--- src/hw/sacc_defs.svh ---
// Purpose: offsets, field positions, reset values and counts
// Assumes: 32-bit apb, byte addresses, one register per word
// Notes: definitions only
`ifndef SACC_DEFS_SVH
`define SACC_DEFS_SVH

// register byte offsets
`define SACC_OFS_CTRL 8'h00
`define SACC_OFS_MUX 8'h04
`define SACC_OFS_TRIG 8'h08
`define SACC_OFS_RESLO 8'h0c
`define SACC_OFS_RESHI 8'h10

// control/status fields
`define SACC_CTRL_EN 7
`define SACC_CTRL_ST 6
`define SACC_CTRL_AT 5
`define SACC_CTRL_FL 4
`define SACC_CTRL_IE 3
`define SACC_CTRL_PS 2:0

// multiplexer select fields
`define SACC_MUX_REF 7:6
`define SACC_MUX_LAR 5
`define SACC_MUX_CH 4:0
`define SACC_TRIG_SEL 7:5

// reset values
`define SACC_PS_RST 3'h0
`define SACC_REF_RST 2'h0
`define SACC_CH_RST 5'h00
`define SACC_TRIG_RST 3'h0

// converter cycle counts
`define SACC_CYC_NORM 5'h0d
`define SACC_CYC_FIRST 5'h19
`define SACC_SAMPLE_LEAD 5'h0b
`define SACC_PS_BASE 9'h004

// channel decode
`define SACC_CH_SE_LAST 5'h07
`define SACC_CH_BANDGAP 5'h1e
`define SACC_CH_GAIN_GRP 2'h1

`endif

--- src/hw/sacc_pkg.sv ---
// Purpose: shared types of the converter control block
// Assumes: nothing
// Notes: constants live in sacc_defs.svh
package sacc_pkg;

    typedef enum logic [1:0] {
        SACC_IDLE = 2'b00,
        SACC_WAIT = 2'b01,
        SACC_CONV = 2'b10
    } sacc_state_t;

    typedef enum logic [1:0] {
        SACC_G1 = 2'h0,
        SACC_G10 = 2'h1,
        SACC_G200 = 2'h2
    } sacc_gain_t;

    typedef struct packed {
        logic powerOn;
        logic sample;
        logic [9:0] dac;
        logic [1:0] refSel;
        logic [4:0] chanSel;
        logic bypass;
        sacc_gain_t gain;
    } sacc_ana_t;

endpackage

--- src/hw/sacc_conv_ctrl.sv ---
// Purpose: control of a 10-bit successive approximation converter
// Assumes: apb master on clk_sys; trigger sources on clk_sys
// Notes: prescale ratio is 4 << field, so comparator sync settles
//
// Functional notes
// - ten-bit result, zero is ground
// - reference and channel from mux fields
// - single-ended channel bypasses gain stage
// - gains 1x, 10x, 200x on pairs
// - selections apply only while enabled
// - right aligned by default, left optional
// - low read locks result bytes
// - high read unlocks result bytes
// - flag set on every completion
// - start bit high until completion, stays high when free running
// - channel change waits for conversion end
// - auto trigger uses selected source
// - trigger edge resets prescaler, starts
// - edges during conversion ignored
// - source flag must clear before retrigger
// - completion flag trigger runs continuously
// - start bit works with auto trigger
// - 13 cycles, first 25
// - prescaler held reset while disabled
// - completion writes result unless locked, sets flag
`timescale 1ns/1ns

module sacc_conv_ctrl
(
    // clock and reset
    input wire logic clk_sys,
    input wire logic rst_b,
    // apb slave
    input wire logic psel,
    input wire logic penable,
    input wire logic pwrite,
    input wire logic [7:0] paddr,
    input wire logic [31:0] pwdata,
    output logic [31:0] prdata,
    output logic pready,
    output logic pslverr,
    // system side
    input wire logic gieIn,
    input wire logic [7:0] trigSrc,
    output logic irqReq,
    // analog core
    input wire logic cmpIn,
    output sacc_pkg::sacc_ana_t anaCtrl
);
    import sacc_pkg::*;
`include "sacc_defs.svh"

    logic enable_ff, startBit_ff, auto_ff, flag_ff, irqEn_ff;
    logic [2:0] psSel_ff, trigSel_ff;
    logic [1:0] refReq_ff;
    logic leftAdj_ff, lock_ff, trigPrev_ff, first_ff;
    logic [4:0] chanReq_ff, cycCnt_ff;
    logic [9:0] res_ff;
    logic [8:0] psCnt_ff, psLimit;
    logic cmpMeta_ff, cmpSync_ff;
    sacc_state_t state_ff;
    logic setup, access, wr, rd, wrCtrl, rdHit;
    logic [31:0] rdVal;
    logic tick, done, freeRun, trigMux, trigEdge, trigStart, swStart;
    logic bitTick, sampleTick;
    logic [4:0] total, sampleAt, bitPos;
    logic [3:0] bitIdx;
    logic single;
    sacc_gain_t gainDec;

    ////////////////////////////////////////////////////////////////////
    // apb slave: one wait-free access cycle, data latched at setup
    assign setup = psel && !penable;
    assign access = psel && penable && pready;
    assign wr = access && pwrite;
    assign rd = access && !pwrite;
    assign wrCtrl = wr && paddr == `SACC_OFS_CTRL;

    always_comb
    begin
        rdHit = 1'b1;
        rdVal = 32'h0;
        unique case (paddr)
            `SACC_OFS_CTRL:
                rdVal[7:0] = {enable_ff, startBit_ff, auto_ff, flag_ff, irqEn_ff, psSel_ff};
            `SACC_OFS_MUX:
                rdVal[7:0] = {refReq_ff, leftAdj_ff, chanReq_ff};
            `SACC_OFS_TRIG:
                rdVal[7:0] = {trigSel_ff, 5'h00};
            `SACC_OFS_RESLO:
                rdVal[7:0] = leftAdj_ff ? {res_ff[1:0], 6'h00} : res_ff[7:0];
            `SACC_OFS_RESHI:
                rdVal[7:0] = leftAdj_ff ? res_ff[9:2] : {6'h00, res_ff[9:8]};
            default:
                rdHit = 1'b0;
        endcase
    end

    always_ff @(posedge clk_sys)
    begin
        if (!rst_b)
        begin
            pready <= 1'b0;
            prdata <= 32'h0;
            pslverr <= 1'b0;
        end
        else
        begin
            pready <= setup;
            if (setup)
            begin
                prdata <= rdVal;
                pslverr <= !rdHit;
            end
        end
    end

    ////////////////////////////////////////////////////////////////////
    // software registers
    always_ff @(posedge clk_sys)
    begin
        if (!rst_b)
        begin
            enable_ff <= 1'b0;
            auto_ff <= 1'b0;
            irqEn_ff <= 1'b0;
            psSel_ff <= `SACC_PS_RST;
            refReq_ff <= `SACC_REF_RST;
            leftAdj_ff <= 1'b0;
            chanReq_ff <= `SACC_CH_RST;
            trigSel_ff <= `SACC_TRIG_RST;
        end
        else
        begin
            if (wrCtrl)
            begin
                enable_ff <= pwdata[`SACC_CTRL_EN];
                auto_ff <= pwdata[`SACC_CTRL_AT];
                irqEn_ff <= pwdata[`SACC_CTRL_IE];
                psSel_ff <= pwdata[`SACC_CTRL_PS];
            end
            if (wr && paddr == `SACC_OFS_MUX)
            begin
                refReq_ff <= pwdata[`SACC_MUX_REF];
                leftAdj_ff <= pwdata[`SACC_MUX_LAR];
                chanReq_ff <= pwdata[`SACC_MUX_CH];
            end
            if (wr && paddr == `SACC_OFS_TRIG)
                trigSel_ff <= pwdata[`SACC_TRIG_SEL];
        end
    end

    ////////////////////////////////////////////////////////////////////
    // prescaler and trigger
    assign psLimit = (`SACC_PS_BASE << psSel_ff) - 9'h001;
    assign tick = psCnt_ff == psLimit;
    assign freeRun = auto_ff && trigSel_ff == 3'h0;
    assign trigMux = (trigSel_ff == 3'h0) ? flag_ff : trigSrc[trigSel_ff];
    assign trigEdge = trigMux && !trigPrev_ff;
    // level alone never starts; busy swallows edges
    assign trigStart = enable_ff && auto_ff && !freeRun && trigEdge && !startBit_ff;
    assign swStart = wrCtrl && pwdata[`SACC_CTRL_ST] && pwdata[`SACC_CTRL_EN];

    always_ff @(posedge clk_sys)
    begin
        if (!rst_b)
        begin
            psCnt_ff <= 9'h000;
            trigPrev_ff <= 1'b0;
        end
        else
        begin
            trigPrev_ff <= trigMux;
            if (!enable_ff || trigStart || tick)
                psCnt_ff <= 9'h000;
            else
                psCnt_ff <= psCnt_ff + 9'h001;
        end
    end

    ////////////////////////////////////////////////////////////////////
    // conversion sequencing
    assign total = first_ff ? `SACC_CYC_FIRST : `SACC_CYC_NORM;
    assign sampleAt = total - `SACC_SAMPLE_LEAD;
    assign bitPos = total - 5'h01 - cycCnt_ff;
    assign bitIdx = bitPos[3:0];
    assign sampleTick = state_ff == SACC_CONV && tick && cycCnt_ff == sampleAt;
    assign bitTick = state_ff == SACC_CONV && tick && cycCnt_ff > sampleAt
        && cycCnt_ff < total;
    assign done = state_ff == SACC_CONV && tick && cycCnt_ff == total;

    always_ff @(posedge clk_sys)
    begin
        if (!rst_b)
        begin
            state_ff <= SACC_IDLE;
            cycCnt_ff <= 5'h00;
        end
        else if (!enable_ff)
            state_ff <= SACC_IDLE;
        else
        begin
            unique case (state_ff)
                SACC_IDLE:
                    if (startBit_ff)
                        state_ff <= SACC_WAIT;
                SACC_WAIT:
                    if (tick)
                    begin
                        state_ff <= SACC_CONV;
                        cycCnt_ff <= 5'h01;
                    end
                SACC_CONV:
                    if (done)
                        state_ff <= SACC_IDLE;
                    else if (tick)
                        cycCnt_ff <= cycCnt_ff + 5'h01;
                default:
                    state_ff <= SACC_IDLE;
            endcase
        end
    end

    always_ff @(posedge clk_sys)
    begin
        // enable and start may share one write, so start outranks the idle clear
        if (!rst_b)
            startBit_ff <= 1'b0;
        else if (swStart || trigStart)
            startBit_ff <= 1'b1;
        else if (!enable_ff)
            startBit_ff <= 1'b0;
        else if (done && !freeRun)
            startBit_ff <= 1'b0;
    end

    // extended first conversion after every enable
    always_ff @(posedge clk_sys)
    begin
        if (!rst_b)
            first_ff <= 1'b1;
        else if (!enable_ff)
            first_ff <= 1'b1;
        else if (done)
            first_ff <= 1'b0;
    end

    ////////////////////////////////////////////////////////////////////
    // flag, lock, result, interrupt
    always_ff @(posedge clk_sys)
    begin
        if (!rst_b)
            flag_ff <= 1'b0;
        else
            flag_ff <= done || (flag_ff && !(wrCtrl && pwdata[`SACC_CTRL_FL]));
    end

    always_ff @(posedge clk_sys)
    begin
        if (!rst_b)
            lock_ff <= 1'b0;
        else if (rd && paddr == `SACC_OFS_RESLO)
            lock_ff <= 1'b1;
        else if (rd && paddr == `SACC_OFS_RESHI)
            lock_ff <= 1'b0;
    end

    // a locked completion drops its result
    always_ff @(posedge clk_sys)
    begin
        if (!rst_b)
            res_ff <= 10'h000;
        else if (done && !lock_ff)
            res_ff <= anaCtrl.dac;
    end

    always_ff @(posedge clk_sys)
    begin
        if (!rst_b)
            irqReq <= 1'b0;
        else
            irqReq <= flag_ff && irqEn_ff && gieIn;
    end

    ////////////////////////////////////////////////////////////////////
    // analog front end
    always_ff @(posedge clk_sys)
    begin
        if (!rst_b)
        begin
            cmpMeta_ff <= 1'b0;
            cmpSync_ff <= 1'b0;
        end
        else
        begin
            cmpMeta_ff <= cmpIn;
            cmpSync_ff <= cmpMeta_ff;
        end
    end

    assign single = chanReq_ff <= `SACC_CH_SE_LAST || chanReq_ff >= `SACC_CH_BANDGAP;
    always_comb
    begin
        if (chanReq_ff[4:3] == `SACC_CH_GAIN_GRP)
            gainDec = chanReq_ff[1] ? SACC_G200 : SACC_G10;
        else
            gainDec = SACC_G1;
    end

    always_ff @(posedge clk_sys)
    begin
        if (!rst_b)
            anaCtrl <= '0;
        else
        begin
            anaCtrl.powerOn <= enable_ff;
            anaCtrl.sample <= sampleTick;
            // selection frozen during a conversion
            if (enable_ff && state_ff != SACC_CONV)
            begin
                anaCtrl.refSel <= refReq_ff;
                anaCtrl.chanSel <= chanReq_ff;
                anaCtrl.bypass <= single;
                anaCtrl.gain <= gainDec;
            end
            if (sampleTick)
                anaCtrl.dac <= 10'h200;
            else if (bitTick)
            begin
                anaCtrl.dac[bitIdx] <= cmpSync_ff;
                if (bitIdx != 4'h0)
                    anaCtrl.dac[bitIdx - 4'h1] <= 1'b1;
            end
        end
    end
endmodule

--- config.mk ---
export PLATFORM = sky130hd
export DESIGN_NAME = sacc_conv_ctrl
export DESIGN_NICKNAME = d
export VERILOG_FILES = /design/src/hw/sacc_pkg.sv /design/src/hw/sacc_conv_ctrl.sv
export VERILOG_INCLUDE_DIRS = /design/src /design/src/hw
export SDC_FILE = /design/constraint.sdc
export NUM_CORES = 1
export LEC_CHECK = 0
export BUFFER_PORTS_ARGS = -buffer_cell sky130_fd_sc_hd__buf_4
export CORE_MARGIN = 2
export CORE_UTILIZATION = 50
export CTS_CLUSTER_SIZE = 8
export DETAILED_ROUTE_END_ITERATION = 7
export PLACE_DENSITY = 0.75
export SLEW_MARGIN = 20
export SYNTH_ARGS = -nofsm -noshare
export SYNTH_HDL_FRONTEND = slang
export SYNTH_SLANG_ARGS = --single-unit
--- constraint.sdc ---
create_clock -name clk_sys -period 3.5 [get_ports clk_sys]
set_input_delay 0.175 -clock clk_sys [delete_from_list [all_inputs] [get_ports clk_sys]]
set_output_delay 0.175 -clock clk_sys [all_outputs]
set_load 0.03 [all_outputs]
Word level (Yosys, flattened, before mapping)
Index checks and enable logic that the tools add are counted.
Operators by class
  add/sub/neg operators: 7
  equal/unequal tests: 17
  bitwise operators: 2
  shift operators: 1
  muxes and demuxes: 31
  reduce and logical (&&, ||, !) cells: 59
  order comparisons: 9
Operators with widths (number)
  $pmux W8 S5: 1
  $logic_and A1 B1 Y1: 32
  $mux W10: 3
  $mux W5: 4
  $eq A8 B4 Y1 const B: 2
  $mux W8: 2
  $ne A2 B2 Y1 const B: 6
  $bwmux W10: 1
  $eq A5 B5 Y1: 2
  $lt A4 B5 Y1 const B: 2
  $mux W1: 10
  $mux W2: 5
  $or A10 B10 Y10: 1
  $pmux W5 S2: 1
  $add A9 B1 Y9 const B: 1
  $eq A9 B9 Y1: 1
  $logic_not A1 Y1: 9
  $shl A3 B3 Y9 const A: 1
  $sub A9 B1 Y9 const B: 1
  $demux W1 S4: 2
  $eq A8 B3 Y1 const B: 1
  $eq A8 B5 Y1 const B: 1
  $ge A4 B1 Y1 const B: 2
  $logic_not A8 Y1: 1
  25 further kinds: 34
Storage, ports and cells
  logic and storage cells: 157
  input port bits: 55
  output and inout bits: 57
  register bits after elaboration: 83

Longest topological paths before layout
Gate-level depths: netlist of the first run.
  word-level depth: 12
  mapped depth: 12
  gate-level depth less buffers: 9

Worst setup path after synthesis of the first run
No wires, ideal clock.
  path type: register to register
  start: register psSel_ff[2]
  end: register anaCtrl[15] in the netlist's numbering
  period minus slack after synthesis: 2.557 ns
  data arrival time: 2.426 ns
  library setup time: 0.132 ns
  stages on the path, launching flop included: 11
  required time: 3.368 ns
  path slack: 0.943 ns
  buffers on the path: 2
  cell sequence: dfxtp_1 -> or3_1 -> ha_1 -> buf_2 -> o21ba_2 -> o311ai_1 -> and4_2 -> nand4_4 -> buf_6 -> o31ai_1 -> a21oi_1
On the way
  word-level cells in the longest chain between the ends: 6
  elaborated cells on any way between the ends: 8
  those cells by class: add/sub: 1; eq/ne: 1; shift: 1; reduce/logical: 5
Ends and longest elaborated chain
  start, declared: RTL line sacc_conv_ctrl.sv:54  | logic [2:0] psSel_ff, trigSel_ff;
  start signal, assigned: RTL line sacc_conv_ctrl.sv:127  | psSel_ff <= `SACC_PS_RST;
  start signal, assigned: RTL line sacc_conv_ctrl.sv:140  | psSel_ff <= pwdata[`SACC_CTRL_PS];
  $shl A3 B3 Y9 (no line) (*)
  $sub A9 B1 Y9 (*): RTL line sacc_conv_ctrl.sv:155  | assign psLimit = (`SACC_PS_BASE << psSel_ff) - 9'h001;
  $eq A9 B9 Y1 (*): RTL line sacc_conv_ctrl.sv:156  | assign tick = psCnt_ff == psLimit;
  $logic_and A1 B1 Y1 (*): RTL line sacc_conv_ctrl.sv:187, sacc_conv_ctrl.sv:188
  $logic_and A1 B1 Y1 (on tied branches): RTL line sacc_conv_ctrl.sv:187, sacc_conv_ctrl.sv:188
  $reduce_or A2 Y1 (no line) / $logic_and A1 B1 Y1 (equally long branches)
  end, declared: RTL line sacc_conv_ctrl.sv:48  | output sacc_pkg::sacc_ana_t anaCtrl
Every way passes the cells marked *; elsewhere a longest branch is shown, timed or not.
A chain may end at the register's enable or synchronous reset.

Worst setup path in the final report of the first run
  start: register psSel_ff[2]
  end: register res_ff[9]
On the way
  word-level cells in the longest chain between the ends: 6
Ends and longest elaborated chain
  $shl A3 B3 Y9 (no line)
  $sub A9 B1 Y9: RTL line sacc_conv_ctrl.sv:155
  $eq A9 B9 Y1: RTL line sacc_conv_ctrl.sv:156
  $logic_and A1 B1 Y1 (2 in series): RTL line sacc_conv_ctrl.sv:190  | assign done = state_ff == SACC_CONV && tick && cycCnt_ff == total;
  $logic_and A1 B1 Y1: RTL line sacc_conv_ctrl.sv:273  | else if (done && !lock_ff)
  end signal, assigned: RTL line sacc_conv_ctrl.sv:274  | res_ff <= anaCtrl.dac;
  end, declared: RTL line sacc_conv_ctrl.sv:58  | logic [9:0] res_ff;
Every way passes these cells.

==> reports/summary.txt, run 1 <==
status = finished, final reports clean
Die Y = 101 um
Fmax = 318 MHz
Row Count = 35
CP Data Arrival Time = 3.36 ns
DRC = 0
Least-Margin Pin Slew = 0.777 ns
CTS max path bufs = 2
P&R area growth vs syn = 12.9%
post-route minimum period = 3.14 ns
Final Setup Violations = 0
setup TNS = 0 ns
via/cell ratio = 5.88
Root Buffer = clkbuf_8
routed via count = 4236
post-synth cell types = 74
io pins = 112
total CTS buffers = 9
Post-CTS Hold Buffers = 0
commonest non-fill, non-tap cell in the layout = dfxtp_1
initial cell density of the core = 0.512
maximum vdd drop = 192 uV
H-tree Lvls = 3
Finished Layout Cells = 721
Chip Width = 101 um
Place WS = 0.357 ns
Die Area = 10200 um2
critical path class = reg2reg
average size of a mapped cell = 8.38 um2
# placed instances = 705
ant diodes = 0
PnR worst setup slack = 0.356 ns
post-CTS setup buffers = 0
# nets final = 673
largest net degree at the start of global routing = 46
global-route wire length before repair = 19100 um
DRT iter0 DRCs = 290
unrepaired setup endpoints after global routing = false
Worst Hold Class = in2reg
Post-synth top flop = dfxtp_1
max-capacitance violation count = 0
GRT overflow = 0
Final Cycle Share = 0.898
gate count of the mapped netlist = 562
Layout Skew = 0.0118 ns
Critical Path Fanout Max = 10
worst hold slack = 0.0281 ns
core area = 9200 um2
slew margin rel. = 0.482
LEAKAGE = 2.06 nW
Synth Register Bits = 83
final WL = 11800 um
clk_lat worst skew = 0.35 ns
CTS tree = done
post_cts resized = 0
drt pass-1 iters = 6
initial antenna violation count = 0
fill count = 838
Placer Congestion = 0.969
CP Capture Type = flip-flop
EDFF count, synth = 0
pwr/cell area = 353 nW/um2
Clock Sinks = 83
hpwl dp = 8720 um
Pins Over Slew Limit = 0
WL/cell = 16.3 um
kind of start point of the critical path = flip-flop
post-synthesis sequential area ratio = 0.353
Required @ worst endpoint = 3.72 ns
async set or reset register ratio after synthesis = 0
vias in the first global route = 3813
Worst-path clk slew = 0.09 ns
final-report hold violation count = 0
Synth Warn # = 0
layout cells sized above 1 = 0.169
most frequent cells in the layout = dfxtp_1, buf_4, nand2_1, nor2_1, a21oi_1
PortBufs = 62
Synth Cell Area = 4710 um2
post-route antenna net violation count = 0
total global-route track usage = 0.234
==> critical path: stages (launching register included) <==
cell	delay [ns]
dfxtp_1	0.32
or3_1	0.40
ha_1	0.32
o21ba_2	0.24
o311ai_1	0.39
and4_2	0.36
nand4_1	0.57
mux2i_1	0.35
nor2_1	0.06
==> final cells by class <==
cell class	instances	area, um2	area share
clock buffer	10	138	0.0259
clock inverter	6	95.1	0.0179
inverter	20	75.1	0.0141
multi-input combinational	426	2720	0.512
sequential	83	1660	0.312
tap	111	139	0.0261
timing repair buffer	65	488	0.0917
==> synthesized netlist by cell type, drive strengths merged (11+ instances only) <==
| cell | instances | share of area |
|---|---|---|
| a21oi | 43 | 0.046 |
| buf | 38 | 0.058 |
| clkbuf | 18 | 0.014 |
| dfxtp | 83 | 0.35 |
| ha | 13 | 0.035 |
| inv | 20 | 0.016 |
| mux2i | 22 | 0.047 |
| nand2 | 55 | 0.044 |
| nand3 | 29 | 0.032 |
| nand4 | 11 | 0.018 |
| nor2 | 45 | 0.036 |
| o21ai | 19 | 0.021 |
| o31ai | 11 | 0.018 |
==> state kept, by name (all words and copies together) (netlist names), 2 cells and up <==
name,cells
anaCtrl,22
state_ff,2
psSel_ff,3
psCnt_ff,9
trigSel_ff,3
prdata,8
cycCnt_ff,5
res_ff,10
chanReq_ff,5
refReq_ff,2
==> stage by stage <==
stage	instance area, um2	utilization	power, mW
after CTS	5320	0.578	1.89
final	5320	0.578	1.88
after floorplan	4800	-	1.07
after global placement	5090	0.553	1.09
after global routing	5320	0.578	1.94
after detailed placement	5090	0.553	1.09
==> logic make-up (layout without fill, tap and decap cells) <==
| kind of cell | Yosys count | in the layout | synth area share |
|---|---|---|---|
| muxes | 25 | 25 | 0.0587 |
| other | 1 | 24 | 0.000796 |
| AOI/OAI and AO/OA | 128 | 128 | 0.186 |
| adders and majority gates | 13 | 13 | 0.0345 |
| DFF | 83 | 83 | 0.353 |
| and+or+nand+nor | 219 | 219 | 0.248 |
| xor gates and xnor gates | 17 | 17 | 0.0316 |
| buffers and inverters | 76 | 101 | 0.0879 |
==> metal layers <==
metal / global-route usage / vias up / part of all wire
met1: 0.324 / 1993 / 0.45
met5: 0 / - / 0
met4: 0.0759 / 0 / 0.020
met3: 0.0402 / 21 / 0.059
li1: - / 2060 / -
met2: 0.370 / 162 / 0.47
==> power by group <==
group	internal (mW)	switching (mW)	total, mW
logic	0.0361	0.0843	0.120
clock network	0.429	0.375	0.804
registers	0.949	0.00392	0.953
==> final timing paths <==
path | startpoint | to | slack, ns | depth (start not counted)
worst min-delay path | cmpIn | cmpMeta_ff | 0.03 | 2
worst max-delay path | psSel_ff[2] | res_ff[9] | 0.36 | 8
worst min register to register | cmpMeta_ff | cmpSync_ff | 0.46 | 1
worst max register to register | psSel_ff[2] | res_ff[9] | 0.36 | 8
(Power assumes the default switching activity.)
==> run 2, diff against run 1 <==
--- a/config.mk
+++ b/config.mk
@@ -6,6 +6,7 @@
 export SDC_FILE = /design/constraint.sdc
 export NUM_CORES = 1
 export LEC_CHECK = 0
+export ABC_AREA = 1
 export BUFFER_PORTS_ARGS = -buffer_cell sky130_fd_sc_hd__buf_4
 export CORE_MARGIN = 2
 export CORE_UTILIZATION = 50
==> reports/summary.txt, run 2 <==
post_cts resized = 0 (unchanged)
via/cell ratio = 5.31 (-9.6%)
post-route antenna net violation count = 0 (unchanged)
WL/cell = 13.3 um (-19%)
Yosys top cell by area = dfxtp_1
final WL = 11200 um (-5.2%)
Critical Path Fanout Max = 9 (-1)
LEAKAGE = 2.26 nW (+9.7%)
status = finished, final reports clean
DRC = 0 (unchanged)
average size of a mapped cell = 6.84 um2 (-18%)
PortBufs = 62 (unchanged)
post-synth cell types = 41 (-45%)
vias in the first global route = 4016 (+5.3%)
post-synthesis mux area share = 0.00218 (-0.0565)
Worst-path clk slew = 0.09 ns (about the same)
Chip Width = 99.8 um (-1.2%)
P&R area growth vs syn = 12.9% (about the same)
Final Cycle Share = 0.754 (-0.144)
# nets final = 794 (+18%)
Fmax = 379 MHz (+19%)
Synth Register Bits = 83 (unchanged)
commonest non-fill, non-tap cell in the layout = nand2_1
CTS tree = done
GRT overflow = 0 (unchanged)
DRT iter0 DRCs = 253 (-13%)
Largest regs = anaCtrl (22), res_ff (10), psCnt_ff (9)
Die Area = 9970 um2 (-2.4%)
Worst Hold Class = in2reg
ant diodes = 0 (unchanged)
H-tree Lvls = 3 (unchanged)
synth top area cells = dfxtp_1, nand2_1, nand3_1
fill count = 841 (+0.36%)
max-capacitance violation count = 0 (unchanged)
io pins = 112 (unchanged)
post-route minimum period = 2.64 ns (-0.505 ns)
Synth Cell Area = 4590 um2 (-2.5%)
Required @ worst endpoint = 3.78 ns (+0.06 ns)
slew margin rel. = 0.440 (-0.0418)
simple-gate share of the synthesized area = 0.331 (+0.0824)
Die Y = 99.8 um (-1.2%)
count leader, synth = nand2_1
Commonest cells post-synth = nand2_1, dfxtp_1, nor2_1
pwr/cell area = 328 nW/um2 (-7.2%)
Most flops, register = anaCtrl
drt pass-1 iters = 5 (-1)
Post-CTS Hold Buffers = 1 (+1)
CTS max path bufs = 2 (unchanged)
final-report hold violation count = 0 (unchanged)
CP Data Arrival Time = 2.92 ns (-0.44 ns)
Final Setup Violations = 0 (unchanged)
maximum vdd drop = 178 uV (-7.7%)
kind of start point of the critical path = flip-flop
Pins Over Slew Limit = 0 (unchanged)
post-CTS setup buffers = 0 (unchanged)
clk_lat worst skew = 0.35 ns (about the same)
total global-route track usage = 0.225 (-0.00905)
hpwl dp = 8310 um (-4.7%)
total CTS buffers = 9 (unchanged)
core area = 8810 um2 (-4.2%)
initial cell density of the core = 0.522 (+0.00922)
Least-Margin Pin Slew = 0.839 ns (+0.0617 ns)
setup TNS = 0 ns (unchanged)
global-route wire length before repair = 18400 um (-3.4%)
largest net degree at the start of global routing = 45 (-2.2%)
Placer Congestion = 0.910 (-6.1%)
post-synthesis xor/xnor area fraction = 0.0153 (-0.0163)
Root Buffer = clkbuf_8
Post-synth top flop = dfxtp_1
critical path class = reg2reg
Synth top area share = 0.362 (+0.00913)
EDFF count, synth = 0 (unchanged)
most frequent cells in the layout = nand2_1, dfxtp_1, nor2_1, inv_1, nand3_1
total chip power = 1.70 mW (-9.5%)
Post-Synth Adder-Cell Area = 0.0354 (+0.000893)
Row Count = 34 (-2.9%)
async set or reset register ratio after synthesis = 0 (unchanged)
unrepaired setup endpoints after global routing = false
Clock Sinks = 83 (unchanged)
CP Capture Type = flip-flop
post-synthesis sequential area ratio = 0.362 (+0.00913)
routed via count = 4457 (+5.2%)
max reg flops = 22 (unchanged)
layout cells sized above 1 = 0.141 (-0.0279)
largest family of logic cells by synthesized area = simple AND/OR/NAND/NOR gates
gate count of the mapped netlist = 672 (+20%)
Layout Skew = 0.00898 ns (-0.00277 ns)
Compound-Gate Fraction of Synth Area = 0.133 (-0.0524)
initial antenna violation count = 0 (unchanged)
Synth Warn # = 0 (unchanged)
[run 2: cell count changes in the layout (fill, tap and decap cells not counted), moves of 7 or more]
cell / change
nand2_1: +100
inv_1: +46
nand3_1: +37
o21ai_0: +34
nor2_1: +29
mux2i_1: -21
and2_1: -10
o31ai_1: -10
a21oi_1: +9
nand2b_1: -8
a221oi_1: -7
nor3_2: +7
xnor2_1: -7
[run 2: worst max-delay path: stages (launching register included)]
cell and delay, ns:
dfxtp_1 0.43, nor2_4 0.16, nand2_1 0.09, ha_1 0.25
inv_1 0.11, nand2_1 0.06, nand2_1 0.07, nor2_1 0.05
nor2_1 0.10, nand2_1 0.10, nor2_4 0.18, nand4_1 0.30
buf_4 0.28, clkinv_1 0.16, o21ai_1 0.10, a21oi_1 0.13
[run 2: final timing paths]
| kind | start | end | slack [ns] | cells past startpoint |
|---|---|---|---|---|
| hold reg to reg | cmpMeta_ff | cmpSync_ff | 0.43 | 2 |
| hold / removal | pwdata[3] | irqEn_ff | 0.1 | 3 |
| setup reg to reg | psSel_ff[1] | anaCtrl[18] | 0.86 | 15 |
| setup / recovery | psSel_ff[1] | anaCtrl[18] | 0.86 | 15 |
[run 2: final cells by class]
type                            instances  area, um2  area share
Tap cell                              108        135      0.0261
Multi-Input combinational cell        497       2460       0.475
Clock buffer                           10        128      0.0246
Timing Repair Buffer                   64        483      0.0931
Sequential cell                        83       1660       0.320
Clock inverter                          6       46.3     0.00893
Inverter                               71        269      0.0519
[run 2: cells by family (layout without fill, tap and decap cells)]
group	after synthesis	count (layout)
AND/OR/NAND/NOR	334	334
buffers and inverters	115	151
AO/OA/AOI/OAI	117	117
multiplexers	1	1
other	1	24
adder cells (fa/ha/maj)	13	13
flip-flops	83	83
XOR/XNOR	8	8
[run 2: power breakdown]
part	internal, mW	switching, mW	leakage [nW]
clock network	0.264	0.366	0.0837
logic	0.0343	0.0816	1.50
registers	0.949	0.00391	0.670
[run 2: stage by stage]
stage | cell area (um2) | hold slack, ns | util | setup WS [ns] | std cells
4_1_cts | 5190 | 0.0902 | 0.589 | 0.899 | 839
5_1_grt | 5190 | 0.0892 | 0.589 | 0.622 | 839
6_report | 5190 | 0.0966 | 0.589 | 0.861 | 839
2_1_floorplan | 4680 | 0.273 | - | 1.47 | 695
3_5_place_dp | 5000 | 0.376 | 0.568 | 0.920 | 822
3_3_place_gp | 5000 | 0.361 | 0.568 | 1.01 | 822
[run 2: metal layers]
metal | part of all wire | wire length [um] | global-route usage
met3 | 0.065 | 728 | 0.0286
met5 | 0 | 0 | 0
met2 | 0.47 | 5260 | 0.383
met4 | 0.013 | 140 | 0.0685
met1 | 0.45 | 5050 | 0.299
